==> src/verilog/usf_regs.svh <==
// Register offsets, field positions, reset values and counts of the serial status flag block
// Function
// - Flags clear by status read, then data access
// - Writes to status register are ignored
// - Buffer empty sets on shifter take, clears
// - Complete low while sending, high when idle
// - Complete clears by sequence or queueing; clear wins
// - Receive full sets on frame transfer, clears
// - Idle sets after 10 or 11 ones
// - Idle rearms only after receive full sets
// - Wakeup bit blocks idle flag setting
// - Idle clears by status then data read
// - Overrun sets on unread frame, discards data
// - Overrun needs status-seen then data read
// - Noise sets with receive full, not overrun
// - Framing error sets, blocks reception until cleared
// - Parity error sets on mismatch when enabled
// - Wakeup bit blocks receive requests, hardware clears
// - Receive interrupt enable gates full or overrun request
`ifndef USF_REGS_SVH
`define USF_REGS_SVH
`define USF_CTRL_OFF       4'h0
`define USF_STATUS_OFF     4'h4
`define USF_DATA_OFF       4'h8
`define USF_BIT_TX_EMPTY   7
`define USF_BIT_TX_DONE    6
`define USF_BIT_RX_FULL    5
`define USF_BIT_IDLE       4
`define USF_BIT_OR         3
`define USF_BIT_NOISE      2
`define USF_BIT_FRAME_ERR  1
`define USF_BIT_PAR_ERR    0
`define USF_CTL_PAR_EN     0
`define USF_CTL_PAR_ODD    1
`define USF_CTL_NINE_BIT   2
`define USF_CTL_RX_IE      3
`define USF_CTL_WAKEUP     4
`define USF_CTRL_RESET     5'h00
`define USF_STATUS_RESET   8'hC0
`define USF_IDLE_ONES_8    4'hA
`define USF_IDLE_ONES_9    4'hB
`endif

==> src/verilog/usf_pkg.sv <==
// Types shared by the serial status flag block
`default_nettype none
package usf_pkg;
    typedef logic [7:0] usf_flags_t;
    typedef enum logic [1:0]
    {
        USF_ACC_NONE    = 2'b00,
        USF_ACC_STAT_RD = 2'b01,
        USF_ACC_DATA_RD = 2'b10,
        USF_ACC_DATA_WR = 2'b11
    } usf_acc_t;
endpackage : usf_pkg
`default_nettype wire

==> src/verilog/usf_status_flags.sv <==
// Status flag logic, Wishbone register slave and transmit buffer of the serial interface
//
// The Wishbone register port was left to the implementer.
`timescale 1ns/10ps
`default_nettype none
`include "usf_regs.svh"
module usf_status_flags #(
    parameter int DATA_W = 8
) (
    input  wire logic              MCLK,
    input  wire logic              SYS_RST,
    input  wire logic              WB_CYC_I,
    input  wire logic              WB_STB_I,
    input  wire logic              WB_WE_I,
    input  wire logic [3:0]        WB_ADR_I,
    input  wire logic [3:0]        WB_SEL_I,
    input  wire logic [31:0]       WB_DAT_I,
    output logic      [31:0]       WB_DAT_O,
    output logic                   WB_ACK_O,
    output logic      [DATA_W-1:0] TX_DATA,
    output logic                   TX_VALID,
    input  wire logic              TX_READY,
    input  wire logic              TX_BUSY,
    input  wire logic              TX_QUEUE,
    input  wire logic              RX_FRAME_DONE,
    input  wire logic [DATA_W-1:0] RX_DATA,
    input  wire logic              RX_PARITY_BIT,
    input  wire logic              RX_NOISE,
    input  wire logic              RX_STOP_ZERO,
    input  wire logic              RX_BIT_TICK,
    input  wire logic              RX_IN,
    input  wire logic              RX_WAKE,
    output logic                   RX_BLOCK,
    output logic                   RX_IRQ_REQ
);

    ////////////////////////////////////////////////////////////////////////////////
    // Bus decode

    function automatic usf_pkg::usf_acc_t acc_decode(input logic       we,
                                                     input logic [3:0] adr);
        acc_decode = usf_pkg::USF_ACC_NONE;
        if (adr == `USF_STATUS_OFF && !we)
        begin
            acc_decode = usf_pkg::USF_ACC_STAT_RD;
        end
        else if (adr == `USF_DATA_OFF)
        begin
            acc_decode = we ? usf_pkg::USF_ACC_DATA_WR : usf_pkg::USF_ACC_DATA_RD;
        end
    endfunction : acc_decode

    logic                 ack_r;
    logic [31:0]          rdata_r;
    logic [4:0]           ctrl_r;
    usf_pkg::usf_flags_t  flags_r;
    usf_pkg::usf_flags_t  armed_r;
    logic [DATA_W-1:0]    rx_data_r;
    logic [DATA_W-1:0]    head_r;
    logic [DATA_W-1:0]    tail_r;
    logic                 head_v_r;
    logic                 tail_v_r;
    logic                 idle_ok_r;
    logic [3:0]           ones_r;
    logic                 irq_r;
    logic                 req;
    logic                 take;
    logic                 push;
    logic                 pop;
    logic                 stat_rd;
    logic                 data_rd;
    logic                 data_wr;
    logic                 rx_accept;
    logic                 rx_overrun;
    logic                 idle_hit;
    logic                 par_bad;
    logic [3:0]           idle_need;
    usf_pkg::usf_acc_t    acc;

    assign req  = WB_CYC_I && WB_STB_I && !ack_r;
    assign acc  = acc_decode(WB_WE_I, WB_ADR_I);
    // A data write waits while both buffer entries are held, so no word is lost
    assign take = req && !(acc == usf_pkg::USF_ACC_DATA_WR && tail_v_r);
    assign stat_rd = take && acc == usf_pkg::USF_ACC_STAT_RD;
    assign data_rd = take && acc == usf_pkg::USF_ACC_DATA_RD;
    assign data_wr = take && acc == usf_pkg::USF_ACC_DATA_WR;
    assign push    = data_wr && WB_SEL_I[0];
    assign pop     = head_v_r && TX_READY;

    always_ff @(posedge MCLK)
    begin
        if (SYS_RST)
        begin
            ack_r <= 1'b0;
        end
        else
        begin
            ack_r <= take;
        end
    end

    always_ff @(posedge MCLK)
    begin
        if (SYS_RST)
        begin
            rdata_r <= 32'h0000_0000;
        end
        else if (take && !WB_WE_I)
        begin
            case (acc)
                usf_pkg::USF_ACC_STAT_RD: rdata_r <= {24'h00_0000, flags_r};
                usf_pkg::USF_ACC_DATA_RD: rdata_r <= {{(32-DATA_W){1'b0}}, rx_data_r};
                default: rdata_r <= (WB_ADR_I == `USF_CTRL_OFF) ? {27'h000_0000, ctrl_r} : 32'h0000_0000;
            endcase
        end
    end

    ////////////////////////////////////////////////////////////////////////////////
    // Control register; the wakeup bit is also dropped by the receiver

    always_ff @(posedge MCLK)
    begin
        if (SYS_RST)
        begin
            ctrl_r <= `USF_CTRL_RESET;
        end
        else if (take && WB_WE_I && WB_ADR_I == `USF_CTRL_OFF && WB_SEL_I[0])
        begin
            ctrl_r <= WB_DAT_I[4:0];
        end
        else if (RX_WAKE)
        begin
            ctrl_r[`USF_CTL_WAKEUP] <= 1'b0;
        end
    end

    ////////////////////////////////////////////////////////////////////////////////
    // Two-entry transmit buffer; head is what the shifter sees

    always_ff @(posedge MCLK)
    begin
        if (SYS_RST)
        begin
            head_v_r <= 1'b0;
            tail_v_r <= 1'b0;
            head_r   <= '0;
            tail_r   <= '0;
        end
        else if (pop)
        begin
            head_v_r <= tail_v_r || push;
            tail_v_r <= tail_v_r && push;
            if (tail_v_r)
            begin
                head_r <= tail_r;
            end
            else if (push)
            begin
                head_r <= WB_DAT_I[DATA_W-1:0];
            end
            if (tail_v_r && push)
            begin
                tail_r <= WB_DAT_I[DATA_W-1:0];
            end
        end
        else if (push)
        begin
            if (!head_v_r)
            begin
                head_r   <= WB_DAT_I[DATA_W-1:0];
                head_v_r <= 1'b1;
            end
            else
            begin
                tail_r   <= WB_DAT_I[DATA_W-1:0];
                tail_v_r <= 1'b1;
            end
        end
    end

    ////////////////////////////////////////////////////////////////////////////////
    // Receive side events

    // Reception stays frozen while a framing error is pending
    assign rx_accept  = RX_FRAME_DONE && !flags_r[`USF_BIT_FRAME_ERR] && !flags_r[`USF_BIT_RX_FULL];
    assign rx_overrun = RX_FRAME_DONE && !flags_r[`USF_BIT_FRAME_ERR] && flags_r[`USF_BIT_RX_FULL];
    assign par_bad    = ctrl_r[`USF_CTL_PAR_EN] && ((^RX_DATA ^ RX_PARITY_BIT) != ctrl_r[`USF_CTL_PAR_ODD]);
    assign idle_need  = ctrl_r[`USF_CTL_NINE_BIT] ? `USF_IDLE_ONES_9 : `USF_IDLE_ONES_8;
    assign idle_hit   = RX_BIT_TICK && RX_IN && (ones_r + 4'h1 == idle_need);

    always_ff @(posedge MCLK)
    begin
        if (SYS_RST)
        begin
            rx_data_r <= '0;
        end
        else if (rx_accept)
        begin
            rx_data_r <= RX_DATA;
        end
    end

    always_ff @(posedge MCLK)
    begin
        if (SYS_RST)
        begin
            ones_r <= 4'h0;
        end
        else if (RX_BIT_TICK)
        begin
            if (!RX_IN)
            begin
                ones_r <= 4'h0;
            end
            else if (ones_r != idle_need)
            begin
                ones_r <= ones_r + 4'h1;
            end
        end
    end

    // Idle may report once per received frame; a long idle line reports once
    always_ff @(posedge MCLK)
    begin
        if (SYS_RST)
        begin
            idle_ok_r <= 1'b0;
        end
        else if (rx_accept)
        begin
            idle_ok_r <= 1'b1;
        end
        else if (idle_hit && !ctrl_r[`USF_CTL_WAKEUP])
        begin
            idle_ok_r <= 1'b0;
        end
    end

    ////////////////////////////////////////////////////////////////////////////////
    // Clear arming: only flags seen set by the status read may clear

    logic clr_rx;
    logic clr_tx;
    usf_pkg::usf_flags_t clr_mask;
    usf_pkg::usf_flags_t set_mask;

    assign clr_rx = data_rd;
    assign clr_tx = data_wr;

    always_comb
    begin
        clr_mask = 8'h00;
        if (clr_rx)
        begin
            clr_mask = armed_r & 8'h3F;
        end
        if (clr_tx)
        begin
            clr_mask = clr_mask | (armed_r & 8'hC0);
        end
    end

    always_comb
    begin
        set_mask = 8'h00;
        set_mask[`USF_BIT_TX_EMPTY] = pop;
        set_mask[`USF_BIT_RX_FULL] = rx_accept;
        set_mask[`USF_BIT_IDLE] = idle_hit && idle_ok_r && !ctrl_r[`USF_CTL_WAKEUP];
        set_mask[`USF_BIT_OR]   = rx_overrun;
        set_mask[`USF_BIT_NOISE]     = rx_accept && RX_NOISE;
        set_mask[`USF_BIT_FRAME_ERR] = rx_accept && RX_STOP_ZERO;
        set_mask[`USF_BIT_PAR_ERR]   = rx_accept && par_bad;
    end

    always_ff @(posedge MCLK)
    begin
        if (SYS_RST)
        begin
            armed_r <= 8'h00;
        end
        else if (stat_rd)
        begin
            armed_r <= flags_r;
        end
        else
        begin
            armed_r <= armed_r & ~clr_mask;
        end
    end

    ////////////////////////////////////////////////////////////////////////////////
    // Flags; writes to the status offset never reach here

    logic done_set;
    logic done_clr;

    assign done_set = flags_r[`USF_BIT_TX_EMPTY] && !TX_BUSY && !head_v_r && !TX_QUEUE;
    assign done_clr = clr_mask[`USF_BIT_TX_DONE] || TX_QUEUE || push || TX_BUSY;

    always_ff @(posedge MCLK)
    begin
        if (SYS_RST)
        begin
            flags_r <= `USF_STATUS_RESET;
        end
        else
        begin
            // Set beats clear everywhere except transmit complete, where clear wins
            flags_r <= (flags_r & ~clr_mask) | set_mask;
            flags_r[`USF_BIT_TX_DONE] <= done_clr ? 1'b0 : (done_set | flags_r[`USF_BIT_TX_DONE]);
        end
    end

    ////////////////////////////////////////////////////////////////////////////////
    // Receive request and outputs

    always_ff @(posedge MCLK)
    begin
        if (SYS_RST)
        begin
            irq_r <= 1'b0;
        end
        else
        begin
            irq_r <= ctrl_r[`USF_CTL_RX_IE] && !ctrl_r[`USF_CTL_WAKEUP]
                     && (flags_r[`USF_BIT_RX_FULL] || flags_r[`USF_BIT_OR]);
        end
    end

    assign WB_ACK_O   = ack_r;
    assign WB_DAT_O   = rdata_r;
    assign TX_DATA    = head_r;
    assign TX_VALID   = head_v_r;
    assign RX_BLOCK   = flags_r[`USF_BIT_FRAME_ERR];
    assign RX_IRQ_REQ = irq_r;

endmodule : usf_status_flags
`default_nettype wire

==> config.mk <==
export PLATFORM = sky130hd
export DESIGN_NAME = usf_status_flags
export DESIGN_NICKNAME = d
export VERILOG_FILES = /design/src/verilog/usf_pkg.sv /design/src/verilog/usf_status_flags.sv
export VERILOG_INCLUDE_DIRS = /design/src /design/src/verilog
export SDC_FILE = /design/constraint.sdc
export NUM_CORES = 1
export LEC_CHECK = 0
export ABC_AREA = 0
export BUFFER_PORTS_ARGS = -buffer_cell sky130_fd_sc_hd__buf_2
export CAP_MARGIN = 20
export CELL_PAD_IN_SITES_DETAIL_PLACEMENT = 1
export CELL_PAD_IN_SITES_GLOBAL_PLACEMENT = 1
export CORE_ASPECT_RATIO = 1.2
export CORE_MARGIN = 1.5
export CORE_UTILIZATION = 39
export DETAILED_ROUTE_END_ITERATION = 10
export PLACE_DENSITY_LB_ADDON = 0.1
export RECOVER_POWER = 25
export SYNTH_ARGS = -nofsm -noshare
export SYNTH_HDL_FRONTEND = slang
export SYNTH_SLANG_ARGS = --single-unit
==> constraint.sdc <==
create_clock -name MCLK -period 6.4 [get_ports MCLK]
set_input_delay 1.92 -clock MCLK [delete_from_list [all_inputs] [get_ports MCLK]]
set_output_delay 1.92 -clock MCLK [all_outputs]
set_load 0.01 [all_outputs]
### Word-level counts from Yosys, hierarchy flattened

Index checks and enable logic that the tools add are counted.

* flip-flop bits (word level): 86
* output and inout bits: 44
* word-level logic and storage cells: 120

* add/sub/neg operators: 1
* equality and inequality tests: 11
* multiplexer cells: 30
* bitwise operators: 7
* reductions and logical operators: 57

Operator list (count)
* $mux W8: 11
* $logic_and A1 B1 Y1: 32
* $and A8 B8 Y8: 2
* $or A8 B8 Y8: 2
* $pmux W8 S2: 1
* $mux W1: 12
* $reduce_bool A2 Y1: 5
* $logic_not A1 Y1: 9
* $mux W4: 2
* $not A8 Y8: 1
* $reduce_xor A8 Y1: 1
* $mux W6: 1
* $ne A2 B1 Y1 const B: 3
* $reduce_and A3 Y1: 2
* $logic_or A1 B1 Y1: 5
* $mux W5: 1
* $add A4 B1 Y4 const B: 1
* $eq A2 B2 Y1 const B: 2
* $eq A4 B3 Y1 const B: 1
* $eq A4 B4 Y1: 1
* $eq A4 B4 Y1 const B: 1
* $logic_not A4 Y1: 1
* $mux W2: 2
* $ne A4 B4 Y1: 1
* 5 further kinds: 6

### Depth between registers and ports, before layout

Gate-level depths: netlist of the first run.

* depth after elaboration: 15
* mapped depth: 11
* gate-level depth less buffers: 9

### Worst setup path after synthesis of the first run

Ideal clock, no wire load.

* path kind: input port to flip-flop
* start: in WB_WE_I
* end: reg head_r[2] (netlist: TX_DATA[2])
* library setup time: 0.080 ns
* arrival: 3.412 ns
* required time: 6.320 ns
* path slack: 2.907 ns
* stages on the path: 11
* cell sequence: nor2_1 > nand2_1 > o21ai_0 > and2_1 > ha_1 > nor2b_1 > a32o_1 > buf_6 > and2_4 > buf_6 > a211oi_2

* word-level cells in the longest chain between the ends: 11
* elaborated cells on any way between the ends: 14
* those cells by class: eq/ne: 1; mux: 3; reduce/logical: 10

Ends and longest elaborated chain
* from (decl): RTL line usf_status_flags.sv:14 `input wire logic WB_WE_I,`
* $mux W1 / $logic_not A1 Y1 (equally long branches): RTL line usf_status_flags.sv:49, usf_status_flags.sv:43
* $mux W2 / $logic_and A1 B1 Y1 (equally long branches): RTL line usf_status_flags.sv:47, usf_status_flags.sv:43
* $mux W2 *: RTL line usf_status_flags.sv:43 `` if (adr == `USF_STATUS_OFF && !we) ``
* $eq A2 B2 Y1 *: RTL line usf_status_flags.sv:83, usf_status_flags.sv:86
* $logic_and A1 B1 Y1: RTL line usf_status_flags.sv:83 `assign take = req && !(acc == usf_pkg::USF_ACC_DATA_WR && tail_v_r);`
* $logic_not A1 Y1: RTL line usf_status_flags.sv:83
* $logic_and A1 B1 Y1: RTL line usf_status_flags.sv:83
* $logic_and A1 B1 Y1 *: RTL line usf_status_flags.sv:86 `assign data_wr = take && acc == usf_pkg::USF_ACC_DATA_WR;`
* $logic_and A1 B1 Y1 *: RTL line usf_status_flags.sv:87 `assign push = data_wr && WB_SEL_I[0];`
* $reduce_bool A2 Y1 (no line)
* $reduce_and A3 Y1 (no line) *
* to (signal assigned): RTL line usf_status_flags.sv:155 `head_r <= tail_r;`
* to (signal assigned): RTL line usf_status_flags.sv:159 `head_r <= WB_DAT_I[DATA_W-1:0];`
* to (signal assigned): RTL line usf_status_flags.sv:170 `head_r <= WB_DAT_I[DATA_W-1:0];`
* to (decl): RTL line usf_status_flags.sv:59 `logic [DATA_W-1:0] head_r;`

Every way passes the cells marked *; elsewhere a longest branch is shown, timed or not.
A chain may end at the register's enable or synchronous reset.

==> run_results.csv, run 1 <==
group,metric,value,unit
sta,worstMarginPinSlew,2.31,ns
sta,grt_setup_unrepaired,"false",
die,initial_utilization,0.399,
run,drv_cap,1,
grt,gr-total-overflow,0,
run_status,status,"complete, but fails checks",
clock_tree,cts-resized-gates,0,
route,ant_nets,0,
finish,final_core_util,0.456,
setup_path,start_kind,"primary input",
synthesis,synth_edf_count,0,
power_and_ir_drop,powerDensity,255,mW/mm^2
clock_tree,cts_made_buffers,9,
clock_tree,cts.clk_slew.worst_paths,0.07,ns
power_and_ir_drop,ir_worst_vdd,137,uV
grt,grt_max_degree,50,
finish,final_cell_mix,"62 x dfxtp_1, 47 x buf_2, 34 x nor2_1, 34 x nand2_1, 29 x a21oi_1",
setup_path,path_class,"primary input to register",
sta,setup_viol,0,
sta,slew_headroom,-0.540,
synthesis,synth.distinct_cells,49,
die,die_x,83.4,um
die,die_h,99.4,um
synthesis,syn_area,0.00302,sq mm
route,vias_per_cell,5.23,
clock_tree,cts_tree,"built",
clock_tree,hold_buffers,0,
grt,grt_antenna_before_repair,0,
synthesis,synth_warnings,0,
die,die-area,0.00829,sq mm
route,drt_iter0_drc,53,
placement,port_buffers,55,
finish,layoutNonFillerInstCount,483,
die,rows,35,
setup_path,end_kind,"register",
worst_hold_path,hp-class,"register to register",
die,core-area,0.00758,sq mm
sta,hold_viol,0,
route,vias,2528,
clock_tree,htreeDepth,3,
clock_tree,post_cts_buffers,0,
route,drt-total-wl,7340,um
clock_tree,cts_buffer_depth,2,
power_and_ir_drop,total_leakage_power,1.53,nW
finish,layout-area-overhead-vs-synth,14.2,%
finish,final_nets,453,
synthesis,synthesis.instances,339,
placement,finalWeightedCongestion,0.728,
clock_tree,root_buffer,"clkbuf_8",
route,drc,0,
grt,grt_pass1_wl,12400,um
synthesis,ys_seq_area_frac,0.411,
sta,setup_tns,0,ns
route,avgRoutedWirePerCell,15.2,um
run_status,failed_checks,"max-capacitance violations, max-slew violations",
sta,finalClockSkew,0.00829,ns
placement,hpwl,5250,um
die,boundaryPins,107,
clock_tree,clock_latency,0.34,ns
setup_path,worst_ep_required_time,6.53,ns
sta,slew_violations,50,
synthesis,synthFlopType,"dfxtp_1",
clock_tree,cts_sinks,62,
grt,grt_pass1_vias,2521,
finish,fillers,934,
setup_path,cp_data_arrival_time,4.53,ns
synthesis,synthArstFlopShare,0,
grt,grt.total_usage,0.186,
sta,max_freq,228,MHz
finish,layout-drive-gt1-share,0.189,
placement,dp.cells,467,
route,dr.pass1.iters,4,
finish,diodes,0,
setup_path,ff2ff_setup_slack,4.36,ns
setup_path,cp_max_fo,49,
synthesis,synth-seq-cells,62,
finish,final_common_cell,"dfxtp_1",
sta,period_share,0.687,
sta,period_needed,4.39,ns
synthesis,postSynthAreaPerCell,8.92,sq um
[metal layers]
metal | vias up | track usage | wire length, um
met5 | - | 0 | 0
met4 | 0 | 0.0628 | 104
met3 | 11 | 0.0390 | 292
met2 | 52 | 0.311 | 3520
met1 | 1219 | 0.239 | 3420
li1 | 1246 | - | -
[cell type report]
class	instances	area, sq um	area share
multi-input cells	251	1570	0.455
flip-flops and latches	62	1240	0.360
repair buffers	57	277	0.0801
clock buffers	10	138	0.0399
well taps	92	115	0.0333
clock inverters	6	93.8	0.0272
inverters	5	18.8	0.00544
[sequential cells by signal (all words and copies together) (netlist names)]
register    count
ctrl_r          5
idle_ok_r       1
flags_r         8
ones_r          4
RX_IRQ_REQ      1
tail_v_r        1
WB_ACK_O        1
WB_DAT_O        8
TX_VALID        1
TX_DATA         8
tail_r          8
rx_data_r       8
armed_r         8
[cell usage after synthesis, drive strengths merged (2+ instances only)]
| cell type | count | share of area |
|---|---|---|
| nand4 | 7 | 0.017 |
| buf | 29 | 0.074 |
| nand2b | 2 | 0.0041 |
| and2 | 7 | 0.015 |
| nor2b | 4 | 0.0083 |
| xnor2 | 6 | 0.017 |
| a21oi | 29 | 0.048 |
| dfxtp | 62 | 0.41 |
| a22o | 8 | 0.023 |
| inv | 5 | 0.0062 |
| nand2 | 34 | 0.042 |
| a22oi | 7 | 0.017 |
| o21ai | 5 | 0.0083 |
| clkbuf | 15 | 0.019 |
| nand3b | 3 | 0.0074 |
| a31oi | 2 | 0.0041 |
| nand3 | 8 | 0.013 |
| and3b | 2 | 0.0058 |
| nor2 | 34 | 0.042 |
| ha | 4 | 0.017 |
| xor2 | 4 | 0.012 |
| a221oi | 5 | 0.014 |
| a211oi | 9 | 0.036 |
| nor3 | 7 | 0.012 |
| or4 | 2 | 0.0050 |
| mux2i | 22 | 0.073 |
[worst max-delay path, stage by stage]
cell and delay (ns):
clkbuf_1 0.56, clkbuf_1 1.71, nand3b_1 0.25, o22ai_1 0.07
[worst paths after layout]
path	from	endpoint	cells past startpoint
worst max-delay path	SYS_RST	flags_r[0]	4
worst min register to register	WB_DAT_O[5]	WB_DAT_O[5]	2
worst min-delay path	WB_DAT_O[5]	WB_DAT_O[5]	2
worst max register to register	WB_ACK_O	TX_DATA[3]	4
[stage by stage]
step                cell area [sq um]  hold WS, ns  power (W)  setup slack [ns]
floorplan                        3110        0.427   0.000472              2.91
global placement                 3230        0.442   0.000489              2.43
detailed placement               3230        0.447   0.000491              2.38
CTS                              3470        0.458   0.000892              2.76
global route                     3450        0.481   0.000922              1.72
finish                           3450        0.458   0.000881              2.01
[logic make-up (layout without fill, tap and decap cells)]
kind of cell | Yosys count | after routing | share of synthesized area
flip-flops | 62 | 62 | 0.411
buffers and inverters | 49 | 78 | 0.0989
multiplexers | 22 | 22 | 0.0728
other | 1 | 24 | 0.00124
adder cells (fa/ha/maj) | 4 | 4 | 0.0166
XOR/XNOR | 11 | 11 | 0.0364
AND/OR/NAND/NOR | 117 | 117 | 0.190
AO/OA/AOI/OAI | 73 | 73 | 0.173
[where the power goes]
part | leakage, nW | internal (W) | switching [W] | total [W]
clock | 0.113 | 0.000233 | 0.000168 | 0.000400
sequential | 0.503 | 0.000395 | 0.00000821 | 0.000403
combinational | 0.909 | 0.0000306 | 0.0000476 | 0.0000782
No activity file was read; power rests on OpenSTA's default activity.
==> run 2, diff against run 1 <==
--- a/config.mk
+++ b/config.mk
@@ -13,7 +13,7 @@
 export CELL_PAD_IN_SITES_GLOBAL_PLACEMENT = 1
 export CORE_ASPECT_RATIO = 1.2
 export CORE_MARGIN = 1.5
-export CORE_UTILIZATION = 39
+export CORE_UTILIZATION = 36
 export DETAILED_ROUTE_END_ITERATION = 10
 export PLACE_DENSITY_LB_ADDON = 0.1
 export RECOVER_POWER = 25
==> constraint.sdc (replaced) <==
create_clock -name MCLK -period 4.2 [get_ports MCLK]
set_input_delay 1.26 -clock MCLK [delete_from_list [all_inputs] [get_ports MCLK]]
set_output_delay 1.26 -clock MCLK [all_outputs]
set_load 0.01 [all_outputs]
==> run 2 against run 1 <==
  * The run still ends with max-capacitance violations, max-slew violations left
  * Sequential share of layout area hardly changed
  * Flip-flop and latch count stayed put
  * Wire length is 1.3% higher
  * Combinational power is 55% higher
  * Power is 43% higher
  * Clock skew is 0.00091 ns higher
  * Global-route usage is 1.5 points lower
  * Cell count is 4.8% higher
  * First-iteration DRC count is 150% higher
  * Critical path depth is 6 higher
==> run_results.csv, run 2 (synthesized netlist as in run 1, its figures left out) <==
group,metric,value,unit
run_status,status,"complete, but fails checks",
run_status,failed_checks,"max-capacitance violations, max-slew violations",
grt,met3_usage,0.0341,
clock_tree,cts-resized-gates,0,
sta,max_freq,334,MHz
power_and_ir_drop,ir_worst_vdd,141,uV
placement,dpl_cell_area,0.00327,sq mm
clock_tree,cts_tree,"built",
sta,period_needed,2.99,ns
placement,port_buffers,55,
grt,gr-total-overflow,0,
finish,final_cell_area,0.00345,sq mm
worst_hold_path,hp-class,"register to register",
placement,dp.cells,490,
finish,final_nets,454,
sta,worstMarginPinSlew,1.92,ns
sta,slew_headroom,-0.282,
finish,final_common_cell,"dfxtp_1",
setup_path,cp_max_fo,13,
power_and_ir_drop,powerDensity,364,mW/mm^2
die,boundaryPins,107,
grt,grt_max_degree,40,
route,dr.pass1.iters,4,
die,die_h,103,um
route,drt-total-wl,7430,um
route,ant_nets,0,
clock_tree,cts_made_buffers,9,
setup_path,end_kind,"register",
finish,seqCellArea,0.00124,sq mm
die,core-area,0.00815,sq mm
clock_tree,hold_buffers,0,
clock_tree,cts_sinks,62,
setup_path,worst_ep_required_time,4.33,ns
die,initial_utilization,0.371,
grt,grt_antenna_before_repair,0,
finish,diodes,0,
route,drt_iter0_drc,131,
placement,hpwl,5370,um
grt,busiest_layer,"met2",
sta,grt_setup_unrepaired,"false",
power_and_ir_drop,total_leakage_power,1.51,nW
route,vias,2534,
sta,setup_tns,0,ns
sta,hold_viol,0,
grt,grt.total_usage,0.171,
route,avgRoutedWirePerCell,14.7,um
finish,multi_input_area,0.00157,sq mm
setup_path,path_class,"primary input to register",
clock_tree,root_buffer,"clkbuf_8",
sta,slew_violations,40,
sta,setup_viol,0,
setup_path,cp_data_arrival_time,3.13,ns
finish,final_cell_mix,"62 x dfxtp_1, 43 x buf_2, 34 x nor2_1, 34 x nand2_1, 29 x a21oi_1",
die,rows,36,
route,vias_per_cell,5.01,
route,drc,0,
placement,finalWeightedCongestion,0.714,
clock_tree,cts_buffer_depth,2,
run,drv_cap,1,
die,die-area,0.00896,sq mm
clock_tree,htreeDepth,3,
clock_tree,clock_latency,0.34,ns
finish,layoutNonFillerInstCount,506,
setup_path,start_kind,"primary input",
sta,period_share,0.713,
grt,grt_pass1_wl,11900,um
grt,met2_usage,0.296,
finish,layout-drive-gt1-share,0.184,
sta,finalClockSkew,0.00920,ns
clock_tree,cts.clk_slew.worst_paths,0.07,ns
grt,grt_pass1_vias,2434,
finish,fillers,1007,
die,die_x,86.7,um
finish,layout-area-overhead-vs-synth,14.2,%
clock_tree,post_cts_buffers,0,
grt,use_met1,0.211,
## run 2: area by class of cell
class / count / area share
multi-input cells: 251 / 0.454
flip-flops and latches: 62 / 0.359
repair buffers: 58 / 0.0819
well taps: 114 / 0.0413
clock buffers: 9 / 0.0359
clock inverters: 7 / 0.0217
inverters: 5 / 0.00543
## run 2: layer usage
metal	wire [um]	part of all wire
met1	3360	0.45
met2	3710	0.50
met3	274	0.037
met4	84	0.011
met5	0	0
## run 2: where the power goes
| group | total [W] | switching, W | internal (W) | leakage [nW] |
|---|---|---|---|---|
| registers | 0.000615 | 0.0000129 | 0.000602 | 0.503 |
| logic | 0.000121 | 0.0000734 | 0.0000478 | 0.900 |
| clock network | 0.000521 | 0.000245 | 0.000275 | 0.103 |
## run 2: path summary, 6_finish.rpt
| path | from | endpoint | slack [ns] | cells after the start |
|---|---|---|---|---|
| worst min-delay path | WB_DAT_O[5] | WB_DAT_O[5] | 0.46 | 2 |
| worst min register to register | WB_DAT_O[5] | WB_DAT_O[5] | 0.46 | 2 |
| worst max-delay path | WB_WE_I | WB_DAT_O[0] | 1.21 | 10 |
| worst max register to register | WB_ACK_O | TX_DATA[0] | 2.21 | 4 |
## run 2: critical path: stages
cell and delay [ns]:
buf_2 0.13, nor2_1 0.05, nand2_1 0.05, o21ai_0 0.09, and2_1 0.19, ha_1 0.20, nand2_1 0.37, nand3b_1 0.37
a221oi_1 0.32, nor3_1 0.09
## run 2: stage by stage
stage | hold slack [ns] | utilization | power [W] | worst slack (ns)
after detailed placement | 0.454 | 0.401 | 0.000750 | 0.863
after floorplan | 0.427 | - | 0.000719 | 1.37
final | 0.459 | 0.424 | 0.00126 | 1.21
after CTS | 0.466 | 0.425 | 0.00128 | 1.25
after global routing | 0.491 | 0.424 | 0.00132 | 1.02
after global placement | 0.444 | 0.401 | 0.000749 | 0.886
==> run 3, diff against run 2 <==
==> constraint.sdc (replaced) <==
create_clock -name MCLK -period 2.82 [get_ports MCLK]
set_input_delay 0.846 -clock MCLK [delete_from_list [all_inputs] [get_ports MCLK]]
set_output_delay 0.846 -clock MCLK [all_outputs]
set_load 0.01 [all_outputs]
==> run 3 against run 2 <==
  * The flow still finishes with violations (max-capacitance violations, max-slew violations)
  * Critical path type unchanged
  * Highest routed layer unchanged
  * Hold slack better by 0.0022 ns
  * Die area stayed put
  * Critical path depth stayed put
  * Register-to-register slack worse by 1.1 ns
  * Worst setup slack worse by 0.72 ns
  * Cell count is 1.2% higher
  * Via count is 0.20% higher
  * Wire length is 1.5% higher
==> run_results.csv, run 3 (synthesized netlist as in run 1, its figures left out) <==
group,metric,value,unit
placement,port_buffers,55,
setup_path,end_kind,"register",
clock_tree,post_cts_buffers,0,
power_and_ir_drop,powerDensity,557,mW/mm^2
finish,final_common_cell,"dfxtp_1",
power_and_ir_drop,power_frac_clock,0.443,
clock_tree,hold_buffers,0,
grt,grt_pass1_vias,2528,
setup_path,cp_data_arrival_time,2.57,ns
run,drv_cap,1,
route,vias,2539,
route,ant_nets,0,
sta,period_needed,2.33,ns
clock_tree,htreeDepth,3,
setup_path,cp_max_fo,8,
grt,grt_max_degree,32,
sta,finalClockSkew,0.00932,ns
die,boundaryPins,107,
clock_tree,cts.clk_slew.worst_paths,0.08,ns
run_status,failed_checks,"max-capacitance violations, max-slew violations",
route,drc,0,
finish,multi_input_area,0.00157,sq mm
clock_tree,cts_buffer_depth,2,
placement,dp_worst_setup_slack,0.107,ns
die,die_x,86.7,um
power_and_ir_drop,ir_worst_vdd,256,uV
clock_tree,clock_latency,0.34,ns
die,rows,36,
power_and_ir_drop,share_seq_of_total_power,0.462,
sta,worstMarginPinSlew,1.60,ns
power_and_ir_drop,p_switching,0.000506,W
placement,hpwl,5590,um
finish,diodes,0,
route,avgRoutedWirePerCell,14.7,um
sta,slew_headroom,-0.0642,
grt,grt_antenna_before_repair,0,
sta,grt_setup_unrepaired,"false",
worst_hold_path,hp-class,"register to register",
finish,final_cell_mix,"62 x dfxtp_1, 48 x buf_2, 34 x nor2_1, 34 x nand2_1, 29 x a21oi_1",
grt,grt.total_usage,0.176,
clock_tree,cts_made_buffers,9,
placement,finalWeightedCongestion,0.717,
sta,worst_slack,0.488,ns
run_status,status,"complete, but fails checks",
sta,setup_viol,0,
power_and_ir_drop,total_leakage_power,1.57,nW
route,vias_per_cell,4.96,
setup_path,start_kind,"primary input",
grt,gr-total-overflow,0,
finish,fillers,1005,
clock_tree,cts_sinks,62,
die,initial_utilization,0.371,
finish,layout-drive-gt1-share,0.209,
route,drt-total-wl,7550,um
finish,final_nets,460,
setup_path,worst_ep_required_time,3.06,ns
power_and_ir_drop,pwr-share-comb,0.095,
sta,max_freq,429,MHz
clock_tree,cts-resized-gates,0,
die,die-area,0.00896,sq mm
finish,seqCellArea,0.00124,sq mm
sta,setup_tns,0,ns
power_and_ir_drop,switching_share,0.256,
power_and_ir_drop,intPower,0.00147,W
route,drt_iter0_drc,58,
clock_tree,root_buffer,"clkbuf_8",
sta,period_share,0.827,
clock_tree,cts_tree,"built",
die,die_h,103,um
sta,slew_violations,30,
setup_path,path_class,"primary input to register",
sta,hold_viol,0,
finish,layout-area-overhead-vs-synth,17.5,%
route,dr.pass1.iters,4,
grt,grt_pass1_wl,12200,um
die,core-area,0.00815,sq mm
-- run 3: cell count changes in the layout (fill, tap and decap cells not counted) --
| cell | previous run | this run |
|---|---|---|
| buf_2 | 43 | 48 |
| buf_12 | 0 | 2 |
| bufinv_16 | 1 | 2 |
| clkbuf_1 | 12 | 7 |
| clkinv_2 | 2 | 1 |
| clkinv_4 | 4 | 3 |
| clkinvlp_4 | 0 | 1 |
| buf_4 | 3 | 7 |
-- run 3: cell type report --
cell class / count / area share
clock buffer: 9 / 0.0349
sequential: 62 / 0.349
tap: 114 / 0.0401
timing repair buffer: 64 / 0.101
multi-input combinational: 251 / 0.442
inverter: 5 / 0.00528
clock inverter: 7 / 0.0278
-- run 3: power by group through the flow --
stage	sequential, W	combinational (W)	clock [W]
CTS	0.000915	0.000191	0.000891
global route	0.000917	0.000212	0.000928
global placement	0.000934	0.000187	0
finish	0.000915	0.000188	0.000877
detailed placement	0.000935	0.000190	0
floorplan	0.000930	0.000140	0
-- run 3: path summary, 6_finish.rpt --
path / cells past startpoint / slack (ns) / to / start
hold reg to reg: 2 / 0.46 / WB_DAT_O[7] / WB_DAT_O[7]
hold / removal: 2 / 0.46 / WB_DAT_O[7] / WB_DAT_O[7]
setup reg to reg: 5 / 1.10 / ctrl_r[1] / WB_ACK_O
setup / recovery: 10 / 0.49 / tail_r[2] / WB_WE_I
-- run 3: metal layers --
metal | share of wire | wire, um | GRT usage
met3 | 0.034 | 255 | 0.0310
met5 | 0 | 0 | 0
met4 | 0.014 | 108 | 0.0707
met1 | 0.45 | 3380 | 0.212
met2 | 0.50 | 3800 | 0.313
-- run 3: through the flow --
step                      hold slack (ns)  power (W)  instance area [sq um]  std cells   util
after floorplan                     0.427    0.00107                   3110        362      -
after global placement              0.445    0.00112                   3340        496  0.410
after detailed placement            0.450    0.00112                   3340        496  0.410
after CTS                           0.461    0.00200                   3560        512  0.437
after global routing                0.486    0.00206                   3550        512  0.436
final                               0.462    0.00198                   3550        512  0.436
-- run 3: critical path: stages --
cell	delay, ns
buf_2	0.13
nor2_1	0.10
nand2_1	0.05
o21ai_0	0.09
and2_1	0.20
ha_1	0.16
nor2b_1	0.27
nand4_2	0.39
mux2i_1	0.28
nor2_1	0.05
